[src/crf_pkg.sv]
package crf_pkg;

    // ------------------------------------------------------------------
    // Widths and counts
    // ------------------------------------------------------------------
    localparam int WORD_W   = 16;
    localparam int BYTE_W   = 8;
    localparam int PHYS_W   = 20;
    localparam int SEG_SHIFT = 4;
    localparam int NUM_GEN  = 8;
    localparam int NUM_SEG  = 4;
    localparam int NUM_ARCH = 14;

    // ------------------------------------------------------------------
    // Word register encodings (3-bit operand field)
    // ------------------------------------------------------------------
    localparam logic [2:0] R_ACCUM = 3'h0;
    localparam logic [2:0] R_COUNT = 3'h1;
    localparam logic [2:0] R_PDATA = 3'h2;
    localparam logic [2:0] R_BASE  = 3'h3;
    localparam logic [2:0] R_STACK = 3'h4;
    localparam logic [2:0] R_FRAME = 3'h5;
    localparam logic [2:0] R_SRCIX = 3'h6;
    localparam logic [2:0] R_DSTIX = 3'h7;

    // Byte encodings: codes 0..3 low halves, 4..7 high halves of 0..3
    localparam logic [1:0] BYTE_IDX_MSK = 2'h3;

    // Segment encodings
    localparam logic [1:0] S_EXTRA = 2'h0;
    localparam logic [1:0] S_CODE  = 2'h1;
    localparam logic [1:0] S_STACK = 2'h2;
    localparam logic [1:0] S_DATA  = 2'h3;

    // ------------------------------------------------------------------
    // Flag word layout
    // ------------------------------------------------------------------
    localparam int FL_CARRY = 0;
    localparam int FL_PAR   = 2;
    localparam int FL_AUX   = 4;
    localparam int FL_ZERO  = 6;
    localparam int FL_SIGN  = 7;
    localparam int FL_TRACE = 8;
    localparam int FL_INTEN = 9;
    localparam int FL_DIR   = 10;
    localparam int FL_OVF   = 11;
    localparam logic [15:0] FLAGS_IMPL_MSK = 16'h0fd5;
    localparam logic [15:0] FLAGS_RST      = 16'h0000;

    // ------------------------------------------------------------------
    // Reset values
    // ------------------------------------------------------------------
    localparam logic [15:0] WORD_RST     = 16'h0000;
    localparam logic [15:0] CODE_SEG_RST = 16'hffff;
    localparam logic [15:0] IP_RST       = 16'h0000;

    // Address-generator base/index choices
    typedef enum logic [2:0] {
        EA_NONE  = 3'h0,
        EA_BASE  = 3'h1,
        EA_FRAME = 3'h2,
        EA_SRCIX = 3'h3,
        EA_DSTIX = 3'h4
    } crf_ea_sel_t;

    // Stack step per word
    localparam logic [15:0] STACK_STEP = 16'h0002;

endpackage : crf_pkg

[src/crf_gen_bank.sv]
`timescale 1ns/1ps
module crf_gen_bank
    import crf_pkg::*;
(
    input  wire logic              clk,
    input  wire logic              rst_n,
    input  wire logic              wr_en,
    input  wire logic              wr_byte,
    input  wire logic [2:0]        wr_sel,
    input  wire logic [15:0]       wr_data,
    input  wire logic              sp_wr_en,
    input  wire logic [15:0]       sp_wr_data,
    input  wire logic              si_wr_en,
    input  wire logic [15:0]       si_wr_data,
    input  wire logic              di_wr_en,
    input  wire logic [15:0]       di_wr_data,
    output logic [NUM_GEN*16-1:0]  regs_flat
);
    logic [15:0] gen_r   [NUM_GEN];
    logic [15:0] gen_nxt [NUM_GEN];
    logic [1:0]  bidx;

    // ------------------------------------------------------------------
    // Next-value logic
    // ------------------------------------------------------------------
    // Byte codes reach four words
    always_comb begin
        bidx = wr_sel[1:0] & BYTE_IDX_MSK;
        for (int i = 0; i < NUM_GEN; i++) begin
            gen_nxt[i] = gen_r[i];
        end
        if (wr_en && wr_byte) begin
            if (wr_sel[2]) begin
                gen_nxt[bidx][15:8] = wr_data[7:0];
            end else begin
                gen_nxt[bidx][7:0] = wr_data[7:0];
            end
        end else if (wr_en) begin
            gen_nxt[wr_sel] = wr_data;
        end
        // Stack and string pointer updates
        if (sp_wr_en) begin
            gen_nxt[R_STACK] = sp_wr_data;
        end
        if (si_wr_en) begin
            gen_nxt[R_SRCIX] = si_wr_data;
        end
        if (di_wr_en) begin
            gen_nxt[R_DSTIX] = di_wr_data;
        end
    end

    // Register stage
    always_ff @(posedge clk or negedge rst_n) begin
        if (!rst_n) begin
            for (int i = 0; i < NUM_GEN; i++) begin
                gen_r[i] <= WORD_RST;
            end
        end else begin
            for (int i = 0; i < NUM_GEN; i++) begin
                gen_r[i] <= gen_nxt[i];
            end
        end
    end

    // Flat view for the parent
    always_comb begin
        for (int i = 0; i < NUM_GEN; i++) begin
            regs_flat[i*16 +: 16] = gen_r[i];
        end
    end
endmodule : crf_gen_bank

[src/crf_addr_gen.sv]
`timescale 1ns/1ps
module crf_addr_gen
    import crf_pkg::*;
(
    input  wire logic [15:0] seg_base,
    input  wire logic [15:0] offset,
    output logic      [19:0] phys
);
    // ------------------------------------------------------------------
    // Segment plus offset
    // ------------------------------------------------------------------
    // Shifted base plus offset
    always_comb begin
        phys = {seg_base, {SEG_SHIFT{1'b0}}} + {{SEG_SHIFT{1'b0}}, offset};
    end
endmodule : crf_addr_gen

[src/crf_core_regs.sv]
`timescale 1ns/1ps
module crf_core_regs
    import crf_pkg::*;
(
    input  wire logic              REF_CLK,
    input  wire logic              RESETN,
    // General register write port
    input  wire logic              GEN_WR_EN,
    input  wire logic              GEN_WR_BYTE,
    input  wire logic [2:0]        GEN_WR_SEL,
    input  wire logic [15:0]       GEN_WR_DATA,
    // General register read ports
    input  wire logic              RDA_BYTE,
    input  wire logic [2:0]        RDA_SEL,
    input  wire logic              RDB_BYTE,
    input  wire logic [2:0]        RDB_SEL,
    output logic      [15:0]       RDA_DATA,
    output logic      [15:0]       RDB_DATA,
    // Segment bases
    input  wire logic              SEG_WR_EN,
    input  wire logic [1:0]        SEG_WR_SEL,
    input  wire logic [15:0]       SEG_WR_DATA,
    // Instruction offset
    input  wire logic              IP_LOAD,
    input  wire logic [15:0]       IP_LOAD_DATA,
    input  wire logic              IP_ADV,
    input  wire logic [2:0]        IP_ADV_LEN,
    // Flag word
    input  wire logic              FLAGS_WR_EN,
    input  wire logic [15:0]       FLAGS_WR_DATA,
    input  wire logic [15:0]       FLAGS_WR_MASK,
    // Stack engine
    input  wire logic              STK_PUSH,
    input  wire logic              STK_POP,
    // String engine
    input  wire logic              STR_SRC_STEP,
    input  wire logic              STR_DST_STEP,
    input  wire logic              STR_WORD,
    // Memory operand address request
    input  wire crf_ea_sel_t       EA_BASE_SEL,
    input  wire crf_ea_sel_t       EA_INDEX_SEL,
    input  wire logic [15:0]       EA_DISP,
    input  wire logic              EA_SEG_OVR,
    input  wire logic [1:0]        EA_SEG_OVR_SEL,
    // Results
    output logic      [19:0]       MEM_PHYS_ADDR,
    output logic      [19:0]       STACK_PHYS_ADDR,
    output logic      [19:0]       FETCH_PHYS_ADDR,
    output logic      [19:0]       SRC_PHYS_ADDR,
    output logic      [19:0]       DST_PHYS_ADDR,
    output logic      [15:0]       NEXT_INSTR_OFFSET,
    output logic      [15:0]       FLAGS_WORD,
    output logic                   TRACE_EN,
    output logic                   INT_EN,
    output logic                   DIR_DOWN
);

    // ------------------------------------------------------------------
    // Storage: 8 general + 4 segment + offset + flags = 14 registers
    // ------------------------------------------------------------------
    // only these fourteen live here; peripherals are memory
    logic [NUM_GEN*16-1:0] gen_flat;
    logic [15:0]           seg_r   [NUM_SEG];
    logic [15:0]           seg_nxt [NUM_SEG];
    logic [15:0]           ip_r;
    logic [15:0]           ip_nxt;
    logic [15:0]           flags_r;
    logic [15:0]           flags_nxt;

    // Pointer next values
    logic [15:0]           sp_nxt_v;
    logic [15:0]           si_nxt_v;
    logic [15:0]           di_nxt_v;
    logic [15:0]           str_step;

    // Address inputs
    logic [15:0]           ea_off;
    logic [15:0]           mem_seg;
    logic [19:0]           mem_pa;
    logic [19:0]           stk_pa;
    logic [19:0]           fet_pa;
    logic [19:0]           src_pa;
    logic [19:0]           dst_pa;

    // Output registers
    logic [15:0]           rda_r;
    logic [15:0]           rdb_r;
    logic [19:0]           mem_pa_r;
    logic [19:0]           stk_pa_r;
    logic [19:0]           fet_pa_r;
    logic [19:0]           src_pa_r;
    logic [19:0]           dst_pa_r;

    // ------------------------------------------------------------------
    // Helper functions
    // ------------------------------------------------------------------
    // Word or byte read
    function automatic logic [15:0] gen_read(input logic [NUM_GEN*16-1:0] bank,
                                             input logic byte_mode,
                                             input logic [2:0] sel);
        logic [15:0] w;
        w = bank[sel*16 +: 16];
        if (byte_mode) begin
            w = bank[{1'b0, sel[1:0]}*16 +: 16];
            gen_read = sel[2] ? {8'h00, w[15:8]} : {8'h00, w[7:0]};
        end else begin
            gen_read = w;
        end
    endfunction : gen_read

    // Only four registers may be base or index
    function automatic logic [15:0] ea_term(input logic [NUM_GEN*16-1:0] bank,
                                            input crf_ea_sel_t sel);
        case (sel)
            EA_BASE:  ea_term = bank[R_BASE*16 +: 16];
            EA_FRAME: ea_term = bank[R_FRAME*16 +: 16];
            EA_SRCIX: ea_term = bank[R_SRCIX*16 +: 16];
            EA_DSTIX: ea_term = bank[R_DSTIX*16 +: 16];
            default:  ea_term = '0;
        endcase
    endfunction : ea_term

    // ------------------------------------------------------------------
    // Implicit pointer arithmetic
    // ------------------------------------------------------------------
    // Push down, pop up; strings follow direction
    always_comb begin
        sp_nxt_v = gen_flat[R_STACK*16 +: 16];
        if (STK_PUSH) begin
            sp_nxt_v = gen_flat[R_STACK*16 +: 16] - STACK_STEP;
        end else if (STK_POP) begin
            sp_nxt_v = gen_flat[R_STACK*16 +: 16] + STACK_STEP;
        end
        str_step = STR_WORD ? STACK_STEP : 16'h0001;
        if (flags_r[FL_DIR]) begin
            si_nxt_v = gen_flat[R_SRCIX*16 +: 16] - str_step;
            di_nxt_v = gen_flat[R_DSTIX*16 +: 16] - str_step;
        end else begin
            si_nxt_v = gen_flat[R_SRCIX*16 +: 16] + str_step;
            di_nxt_v = gen_flat[R_DSTIX*16 +: 16] + str_step;
        end
    end

    // General register bank
    crf_gen_bank u_gen (
        .clk        (REF_CLK),
        .rst_n      (RESETN),
        .wr_en      (GEN_WR_EN),
        .wr_byte    (GEN_WR_BYTE),
        .wr_sel     (GEN_WR_SEL),
        .wr_data    (GEN_WR_DATA),
        .sp_wr_en   (STK_PUSH | STK_POP),
        .sp_wr_data (sp_nxt_v),
        .si_wr_en   (STR_SRC_STEP),
        .si_wr_data (si_nxt_v),
        .di_wr_en   (STR_DST_STEP),
        .di_wr_data (di_nxt_v),
        .regs_flat  (gen_flat)
    );

    // ------------------------------------------------------------------
    // Segment, offset and flag next values
    // ------------------------------------------------------------------
    always_comb begin
        for (int i = 0; i < NUM_SEG; i++) begin
            seg_nxt[i] = seg_r[i];
        end
        if (SEG_WR_EN) begin
            seg_nxt[SEG_WR_SEL] = SEG_WR_DATA;
        end
        ip_nxt = ip_r;
        if (IP_LOAD) begin
            ip_nxt = IP_LOAD_DATA;
        end else if (IP_ADV) begin
            ip_nxt = ip_r + {13'h0000, IP_ADV_LEN};
        end
        flags_nxt = flags_r;
        if (FLAGS_WR_EN) begin
            flags_nxt = ((flags_r & ~FLAGS_WR_MASK) | (FLAGS_WR_DATA & FLAGS_WR_MASK))
                        & FLAGS_IMPL_MSK;
        end
    end

    // Register stage for segment, offset and flags
    always_ff @(posedge REF_CLK or negedge RESETN) begin
        if (!RESETN) begin
            seg_r[S_EXTRA] <= WORD_RST;
            seg_r[S_CODE]  <= CODE_SEG_RST;
            seg_r[S_STACK] <= WORD_RST;
            seg_r[S_DATA]  <= WORD_RST;
            ip_r           <= IP_RST;
            flags_r        <= FLAGS_RST;
        end else begin
            for (int i = 0; i < NUM_SEG; i++) begin
                seg_r[i] <= seg_nxt[i];
            end
            ip_r    <= ip_nxt;
            flags_r <= flags_nxt;
        end
    end

    // ------------------------------------------------------------------
    // Address generation
    // ------------------------------------------------------------------
    // Frame-based references use stack segment unless overridden
    always_comb begin
        ea_off = ea_term(gen_flat, EA_BASE_SEL) + ea_term(gen_flat, EA_INDEX_SEL)
                 + EA_DISP;
        if (EA_SEG_OVR) begin
            mem_seg = seg_r[EA_SEG_OVR_SEL];
        end else if (EA_BASE_SEL == EA_FRAME) begin
            mem_seg = seg_r[S_STACK];
        end else begin
            mem_seg = seg_r[S_DATA];
        end
    end

    crf_addr_gen u_mem (
        .seg_base (mem_seg),
        .offset   (ea_off),
        .phys     (mem_pa)
    );

    // Stack ignores any override
    crf_addr_gen u_stk (
        .seg_base (seg_r[S_STACK]),
        .offset   (gen_flat[R_STACK*16 +: 16]),
        .phys     (stk_pa)
    );

    crf_addr_gen u_fet (
        .seg_base (seg_r[S_CODE]),
        .offset   (ip_r),
        .phys     (fet_pa)
    );

    crf_addr_gen u_src (
        .seg_base (EA_SEG_OVR ? seg_r[EA_SEG_OVR_SEL] : seg_r[S_DATA]),
        .offset   (gen_flat[R_SRCIX*16 +: 16]),
        .phys     (src_pa)
    );

    crf_addr_gen u_dst (
        .seg_base (seg_r[S_EXTRA]),
        .offset   (gen_flat[R_DSTIX*16 +: 16]),
        .phys     (dst_pa)
    );

    // ------------------------------------------------------------------
    // Registered outputs
    // ------------------------------------------------------------------
    always_ff @(posedge REF_CLK or negedge RESETN) begin
        if (!RESETN) begin
            rda_r    <= WORD_RST;
            rdb_r    <= WORD_RST;
            mem_pa_r <= '0;
            stk_pa_r <= '0;
            fet_pa_r <= '0;
            src_pa_r <= '0;
            dst_pa_r <= '0;
        end else begin
            rda_r    <= gen_read(gen_flat, RDA_BYTE, RDA_SEL);
            rdb_r    <= gen_read(gen_flat, RDB_BYTE, RDB_SEL);
            mem_pa_r <= mem_pa;
            stk_pa_r <= stk_pa;
            fet_pa_r <= fet_pa;
            src_pa_r <= src_pa;
            dst_pa_r <= dst_pa;
        end
    end

    // Ports from flops
    assign RDA_DATA          = rda_r;
    assign RDB_DATA          = rdb_r;
    assign MEM_PHYS_ADDR     = mem_pa_r;
    assign STACK_PHYS_ADDR   = stk_pa_r;
    assign FETCH_PHYS_ADDR   = fet_pa_r;
    assign SRC_PHYS_ADDR     = src_pa_r;
    assign DST_PHYS_ADDR     = dst_pa_r;
    assign NEXT_INSTR_OFFSET = ip_r;
    assign FLAGS_WORD        = flags_r;
    assign TRACE_EN          = flags_r[FL_TRACE];
    assign INT_EN            = flags_r[FL_INTEN];
    assign DIR_DOWN          = flags_r[FL_DIR];

endmodule : crf_core_regs

[config.mk]
export PLATFORM = sky130hd
export DESIGN_NAME = crf_core_regs
export DESIGN_NICKNAME = d
export VERILOG_FILES = /design/src/crf_pkg.sv /design/src/crf_gen_bank.sv /design/src/crf_addr_gen.sv /design/src/crf_core_regs.sv
export SDC_FILE = /design/constraint.sdc
export NUM_CORES = 1
export LEC_CHECK = 0
export BUFFER_PORTS_ARGS = -buffer_cell sky130_fd_sc_hd__buf_4
export CORE_AREA = 2 2 197 199
export CTS_BUF_LIST = sky130_fd_sc_hd__clkbuf_16
export CTS_CLUSTER_SIZE = 20
export DETAILED_ROUTE_END_ITERATION = 12
export DIE_AREA = 0 0 199 201
export GPL_TIMING_DRIVEN = 0
export PLACE_DENSITY = 0.79
export SYNTH_ARGS = -nofsm -noshare
export SYNTH_HDL_FRONTEND = slang
export SYNTH_SLANG_ARGS = --single-unit
[constraint.sdc]
create_clock -name REF_CLK -period 5.2 [get_ports REF_CLK]
set_clock_uncertainty 0.2 [all_clocks]
set_input_delay 1.04 -clock REF_CLK [delete_from_list [all_inputs] [get_ports REF_CLK]]
set_output_delay 1.04 -clock REF_CLK [all_outputs]
set_load 0.01 [all_outputs]
== Word level (Yosys, flattened, before mapping) ==
Index checks and enable logic that the tools add are counted.

* Bits in registers: 349
* Input port bits: 134
* Word-level logic and storage cells: 111

* Add/subtract/negate cells: 14
* Magnitude comparators: 7
* Equality and inequality tests: 9
* Shift-type cells: 4
* Multiplexer cells: 37
* Bitwise operators: 9
* Reductions and logical operators: 10

{| class="wikitable"
|+ Operators by type and width
! cell !! number
|-
| $bwmux 128 || 3
|-
| $mux 128 || 3
|-
| $mux 16 || 19
|-
| $shiftx 128x7->16 || 2
|-
| $shiftx 128x8->16 || 2
|-
| $demux 16 s3 || 3
|-
| $pmux 16 s4 || 2
|-
| $add 20x16->20 || 5
|-
| $bwmux 64 || 1
|-
| $add 16x16->16 || 2
|-
| $add 16x2->16 || 2
|-
| $bmux 16 s2 || 1
|-
| $demux 16 s2 || 1
|-
| $sub 16x2->16 || 2
|-
| $and 12x12->12 || 2
|-
| $mux 8 || 3
|-
| $add 16x2->16 const B || 1
|-
| $add 16x3->16 || 1
|-
| $sub 16x2->16 const B || 1
|-
| $eq 3x2->1 const B || 4
|-
| $not 12->12 || 1
|-
| $or 12x12->12 || 1
|-
| $not 2->3 || 3
|-
| $reduce_bool 3->1 || 3
|-
| 14 further kinds || 22
|}

== Depth between registers and ports, before layout ==
* Depth after elaboration: 9
* Mapped depth: 24
* Mapped depth without buffers: 22

== Modules after synthesis ==
Synthesis repeated with hierarchy kept, for this count alone.

* Cell total of the unflattened synthesis: 2200
* Area, all modules: 23656.4 um2

{| class="wikitable"
|+ Modules (own cells, without submodules)
! module !! instances !! cells an instance !! area an instance (um2) !! sequential area each (um2)
|-
| crf_core_regs || 1 || 1178 || 13624.3 || 5550.3
|-
| crf_gen_bank || 1 || 482 || 5928.2 || 3203.1
|-
| crf_addr_gen || 5 || 108 || 820.8 || 0.0
|}

== Worst setup path after synthesis ==
Ideal clock, no wire load.

* Path type: input to register
* Start: input port EA_BASE_SEL[2]
* End: register mem_pa_r[19] (netlist: MEM_PHYS_ADDR[19])
* Arrival: 5.462 ns
* Data required time: 4.869 ns
* Slack: -0.593 ns
* Stages on the path: 23
* Path buffers: 2
* Path through: nor3b_4 clkbuf_1 clkbuf_1 a22oi_1 nand2_1 fa_1 ha_1 inv_1 fa_1 nor2b_1 o2111ai_1 nand3_1 o41ai_2 o21bai_1 xor2_1 ha_1 a21o_1 a21oi_1 a21oi_1 a211o_1 a21oi_1 nor4b_2 xor2_1

* Longest elaborated chain between the ends: 5
* Elaborated cells between the ends (all ways): 10
* Classes of those cells: add/sub: 3; eq/ne: 4; mux: 3

{| class="wikitable"
|+ RTL lines
! element !! line !! RTL
|-
| start, declared || crf_core_regs.sv:40 || <nowiki>input wire crf_ea_sel_t EA_BASE_SEL,</nowiki>
|-
| $eq 3x3->1 (tied with other cells) || crf_core_regs.sv:114 || <nowiki>case (sel)</nowiki>
|-
| $pmux 16 s4 || crf_core_regs.sv:114 ||
|-
| $add 16x16->16 || crf_core_regs.sv:207 || <nowiki>ea_off = ea_term(gen_flat, EA_BASE_SEL) + ea_term(gen_flat, EA_INDEX_SEL)</nowiki>
|-
| $add 16x16->16 || crf_core_regs.sv:208 || <nowiki>+ EA_DISP;</nowiki>
|-
| $add 20x16->20 (*) || crf_addr_gen.sv:14 || <nowiki>phys = {seg_base, {SEG_SHIFT{1'b0}}} + {{SEG_SHIFT{1'b0}}, offset};</nowiki>
|-
| net mem_pa[19] || crf_core_regs.sv:79 || <nowiki>logic [19:0] mem_pa;</nowiki>
|-
| end signal, assigned || crf_core_regs.sv:264 || <nowiki>mem_pa_r <= mem_pa;</nowiki>
|-
| end, declared || crf_core_regs.sv:88 || <nowiki>logic [19:0] mem_pa_r;</nowiki>
|}

Mark *: on every way through the listed nets, which the timed path passes. The rest lies on a longest branch.
A chain may end at the register's enable or synchronous reset.

== Worst setup path after layout ==
* Start: input port EA_BASE_SEL[0]
* End: register mem_pa_r[19] (netlist: MEM_PHYS_ADDR[19])

Same word-level chain as after synthesis.

==> metrics <==
outcome=complete, but fails checks; failing checks=setup timing; First-pass DRT Iterations=9; grt met2 use=56.67%; layout cells sized above 1=26.52%; Peak VDD IR=0.2875 mV; XOR/XNOR Fraction of Synth Area=4.979%; CTS tree=yes; post-DR wirelength/cell=24.42 microns; row count=72; Pwr Density=537.5 nW/um^2; Mapped Avg Cell Area=10.55 sq um; worst-margin pin slew=1.353 ns; Antenna Nets Post-Route=0; Final min period=5.275 ns; worst setup slack after layout=-0.07486 ns; Min Hold Slack=0.2523 ns; unique cell type count in the Yosys netlist=78; Sw Share=40.18%; Switching Power=5.759 mW; Max Slew Vio Count=0; Leak=11.89 nW; Area Overhead vs Synth=20.31%; mapped cell area=22,170 sq um; post-DP HPWL=54,970 microns; I/O Buffers=260; max-cap violations=0; mux share of post-synthesis cell area=17.08%; largest family of logic cells by synthesized area=multiplexers; die height=201 microns; DRT iter0 DRCs=2,176; Clock Sinks=349; Final #Nets=2,703; commonest register cell after synthesis=dfrtp_1; cts bufs inserted=39; M3 GR Usage=7.308%; worst setup path class=primary input to flip-flop; initial antenna violation count=1; root buffer cell=clkbuf_16; I/O pin count=301; Vias/cell=6.444; die area=40,000 sq um; GR peak layer=met2; CP Data Arrival Time=5.49 ns; FMAX=0.1896 GHz; Clk pwr share=20.9%; post-synthesis compound-gate area fraction=15.96%; routability cong.=0.9791; RSZ-0062 raised after global routing=yes; CP endpoint kind=flip-flop; Total Power=14.33 mW; Via Count=19,157; GR Overflow Total=0; EDFF count, synth=0; largest net degree at the start of global routing=103; Ant. Diodes=0; Syn Inst Count=2,100; Max Fanout on Critical Path=5; Residual DRC=0; slowest cell on the critical path=fa_1; crit start category=primary input; M1 GR Usage=47.85%; worst path required time=5.41 ns; Fin. Hold Viols=0; Initial Util=58.17%; Clk pin slew, worst setup/hold paths=0.06 ns; vias in the first global route=18,942; Min-Delay Path Class=flip-flop to flip-flop; Die W=199 microns; FF+latch area=8753 sq um; #FFs+latches synth=349; fillers=2,840; ys async rst share=100.0%; H-tree depth=2; Multi-input gate area=12,880 sq um; slew margin rel.=9.815%; sequential fraction of design power=32.2%; CP Cell Sequence=buf_12 > nor3b_4 > clkbuf_16 > a22oi_2 > nand2_2 > fa_1 > ha_2 > inv_2 > fa_2 > nor2b_2 > o2111ai_1 > nand3_1 > o41ai_4 > o21bai_2 > xor2_1 > ha_1 > buf_6 > a21o_1 > a21oi_2 > a21oi_1 > a211o_1 > a21oi_2 > nor4b_2 > xor2_1; first-pass GRT wire length=109,600 microns; Post-Synth Simple-Gate Area=9.958%; max incr delay on CP=0.42 ns; core area=38,110 sq um; adder and majority gate portion of the synthesized area=9.032%; final worst-path cycle share=101.4%; GRT Resource Usage Total=36.29%; worst-case clock buffer depth=3; Finish-stage setup viols=2; Syn. warnings=0; Gate power share=46.9%; part of the Yosys area used for sequential elements=39.49%; routed wire length=72,610 microns; Internal=8.575 mW; Worst-Skew Late Latency=0.57 ns
[worst max-delay path: cells and delay by family]
kind                     cells  cell delay [ns]
AO/OA/AOI/OAI                9             1.66
adder cells (fa/ha/maj)      4             1.17
AND/OR/NAND/NOR              5             0.76
buffers and inverters        4             0.52
XOR/XNOR                     2             0.33
[registers in the layout, summed over array words and instances, names as in the netlist, named ones only]
name and flops:
SRC_PHYS_ADDR 20, NEXT_INSTR_OFFSET 16, DST_PHYS_ADDR 20, STACK_PHYS_ADDR 20, u_gen.regs_flat 128, seg_r 64, MEM_PHYS_ADDR 20, RDB_DATA 16
RDA_DATA 16, FETCH_PHYS_ADDR 20
[power groups by stage]
stage / clock network (mW) / registers (mW) / logic [mW]
after detailed placement: 0 / 4.59 / 6.44
after global routing: 3.11 / 4.66 / 7.33
after global placement: 0 / 4.56 / 6.25
after CTS: 3.00 / 4.56 / 6.60
after floorplan: 0 / 4.33 / 4.28
final: 2.99 / 4.62 / 6.73
[repair_timing]
item | 4_1_cts | 5_1_grt
hold buffers | 0 | 0
resized for setup | 35 | 29
pin swaps | 24 | 29
setup buffers | 11 | 6
endpoints found under the setup margin | 7 | 5
[cells in the final DEF (no fill, tap or decap), types with 17 or more instances in the layout]
cell / n
dfrtp_1: 333
buf_4: 287
nor2_1: 174
a21oi_1: 148
nand2_1: 143
o21ai_0: 127
mux2_2: 126
ha_1: 117
inv_1: 84
mux4_2: 77
xnor2_1: 75
a22oi_1: 69
mux2i_1: 62
clkbuf_1: 58
xor2_1: 51
clkbuf_16: 41
a21o_1: 27
nand3_1: 26
nor3_1: 22
fa_1: 22
o21a_1: 20
nor2b_1: 18
and3_1: 18
o22ai_1: 17
[layout make-up]
cell class / count / share of cell area (%)
plain buffers: 107 / 1.975
clock buffers: 40 / 3.754
clock inverters: 32 / 1.389
inverters: 78 / 1.098
multi-input cells: 1569 / 48.29
flip-flops and latches: 349 / 32.83
well taps: 518 / 2.430
repair buffers: 280 / 8.239
[final timing paths]
kind / start / end / slack, ns / cells after the start
max: EA_BASE_SEL[0] / MEM_PHYS_ADDR[19]$_DFF_PN0_ / -0.07 / 24
min in group asynchronous: RESETN / NEXT_INSTR_OFFSET[1]$_DFFE_PN0P_ / 0.34 / 1
max in group asynchronous: RESETN / MEM_PHYS_ADDR[7]$_DFF_PN0_ / 3.16 / 3
max reg2reg: u_gen.regs_flat[101]$_DFFE_PN0P_ / MEM_PHYS_ADDR[19]$_DFF_PN0_ / 0.18 / 19
min reg2reg: NEXT_INSTR_OFFSET[2]$_DFFE_PN0P_ / FETCH_PHYS_ADDR[2]$_DFF_PN0_ / 0.25 / 0
min: NEXT_INSTR_OFFSET[2]$_DFFE_PN0P_ / FETCH_PHYS_ADDR[2]$_DFF_PN0_ / 0.25 / 0
[per-stage QoR]
step / instance area [sq um] / util [%] / setup TNS (ns) / instances / worst slack, ns
2_1_floorplan: 22250 / - / -0.7225 / 2106 / -0.2483
3_3_place_gp: 24850 / 65.22 / -79.82 / 2884 / -1.211
3_5_place_dp: 24940 / 65.45 / -8.341 / 2887 / -1.277
4_1_cts: 26550 / 69.68 / 0 / 2969 / 0.004062
5_1_grt: 26670 / 69.98 / -0.3183 / 2973 / -0.1682
6_report: 26670 / 69.98 / -0.1241 / 2973 / -0.07486
[cells in the mapped netlist, types with 5 or more instances]
library cell / number / share of area [%]
a21o_1: 27 / 0.91
a21oi_1: 151 / 3.4
a22o_1: 5 / 0.20
a22oi_1: 73 / 2.5
mux4_2: 77 / 7.8
buf_2: 11 / 0.25
nor2b_1: 21 / 0.59
nor2_1: 175 / 3.0
o31a_1: 6 / 0.24
nand3_1: 26 / 0.59
nand3b_1: 6 / 0.20
a211oi_1: 17 / 0.58
nand4_1: 6 / 0.17
nand2_1: 145 / 2.5
fa_1: 25 / 2.3
nand2b_1: 17 / 0.48
a31oi_1: 10 / 0.28
dfrtp_1: 333 / 38
o21a_1: 20 / 0.68
mux2_2: 126 / 6.4
and3_1: 18 / 0.51
clkbuf_1: 72 / 1.2
o22ai_1: 25 / 0.71
nor3b_1: 5 / 0.17
xnor2_1: 75 / 3.0
buf_1: 13 / 0.22
nor3_1: 22 / 0.50
xor2_1: 51 / 2.0
and2_1: 5 / 0.14
dfstp_2: 16 / 1.9
o211ai_1: 5 / 0.17
buf_4: 14 / 0.47
o21bai_1: 13 / 0.44
inv_1: 76 / 1.3
o21ai_0: 130 / 2.9
mux2i_1: 62 / 2.8
a221oi_1: 15 / 0.59
a21boi_0: 7 / 0.24
o221ai_1: 5 / 0.20
ha_1: 120 / 6.8
[routing by layer]
metal / vias to the layer above / wire [microns]
met4: 2 / 4542
li1: 8358 / -
met3: 262 / 7713
met5: - / 12
met2: 1215 / 33210
met1: 9320 / 27130
[kinds of logic (layout without fill, tap and decap cells)]
family	Yosys count	in the layout
AO/OA/AOI/OAI	552	552
flip-flops	349	349
XOR/XNOR	126	126
adder cells (fa/ha/maj)	145	145
other	1	7
multiplexers	266	266
buffers and inverters	188	537
AND/OR/NAND/NOR	473	473
No activity file was read; power rests on OpenSTA's default activity.
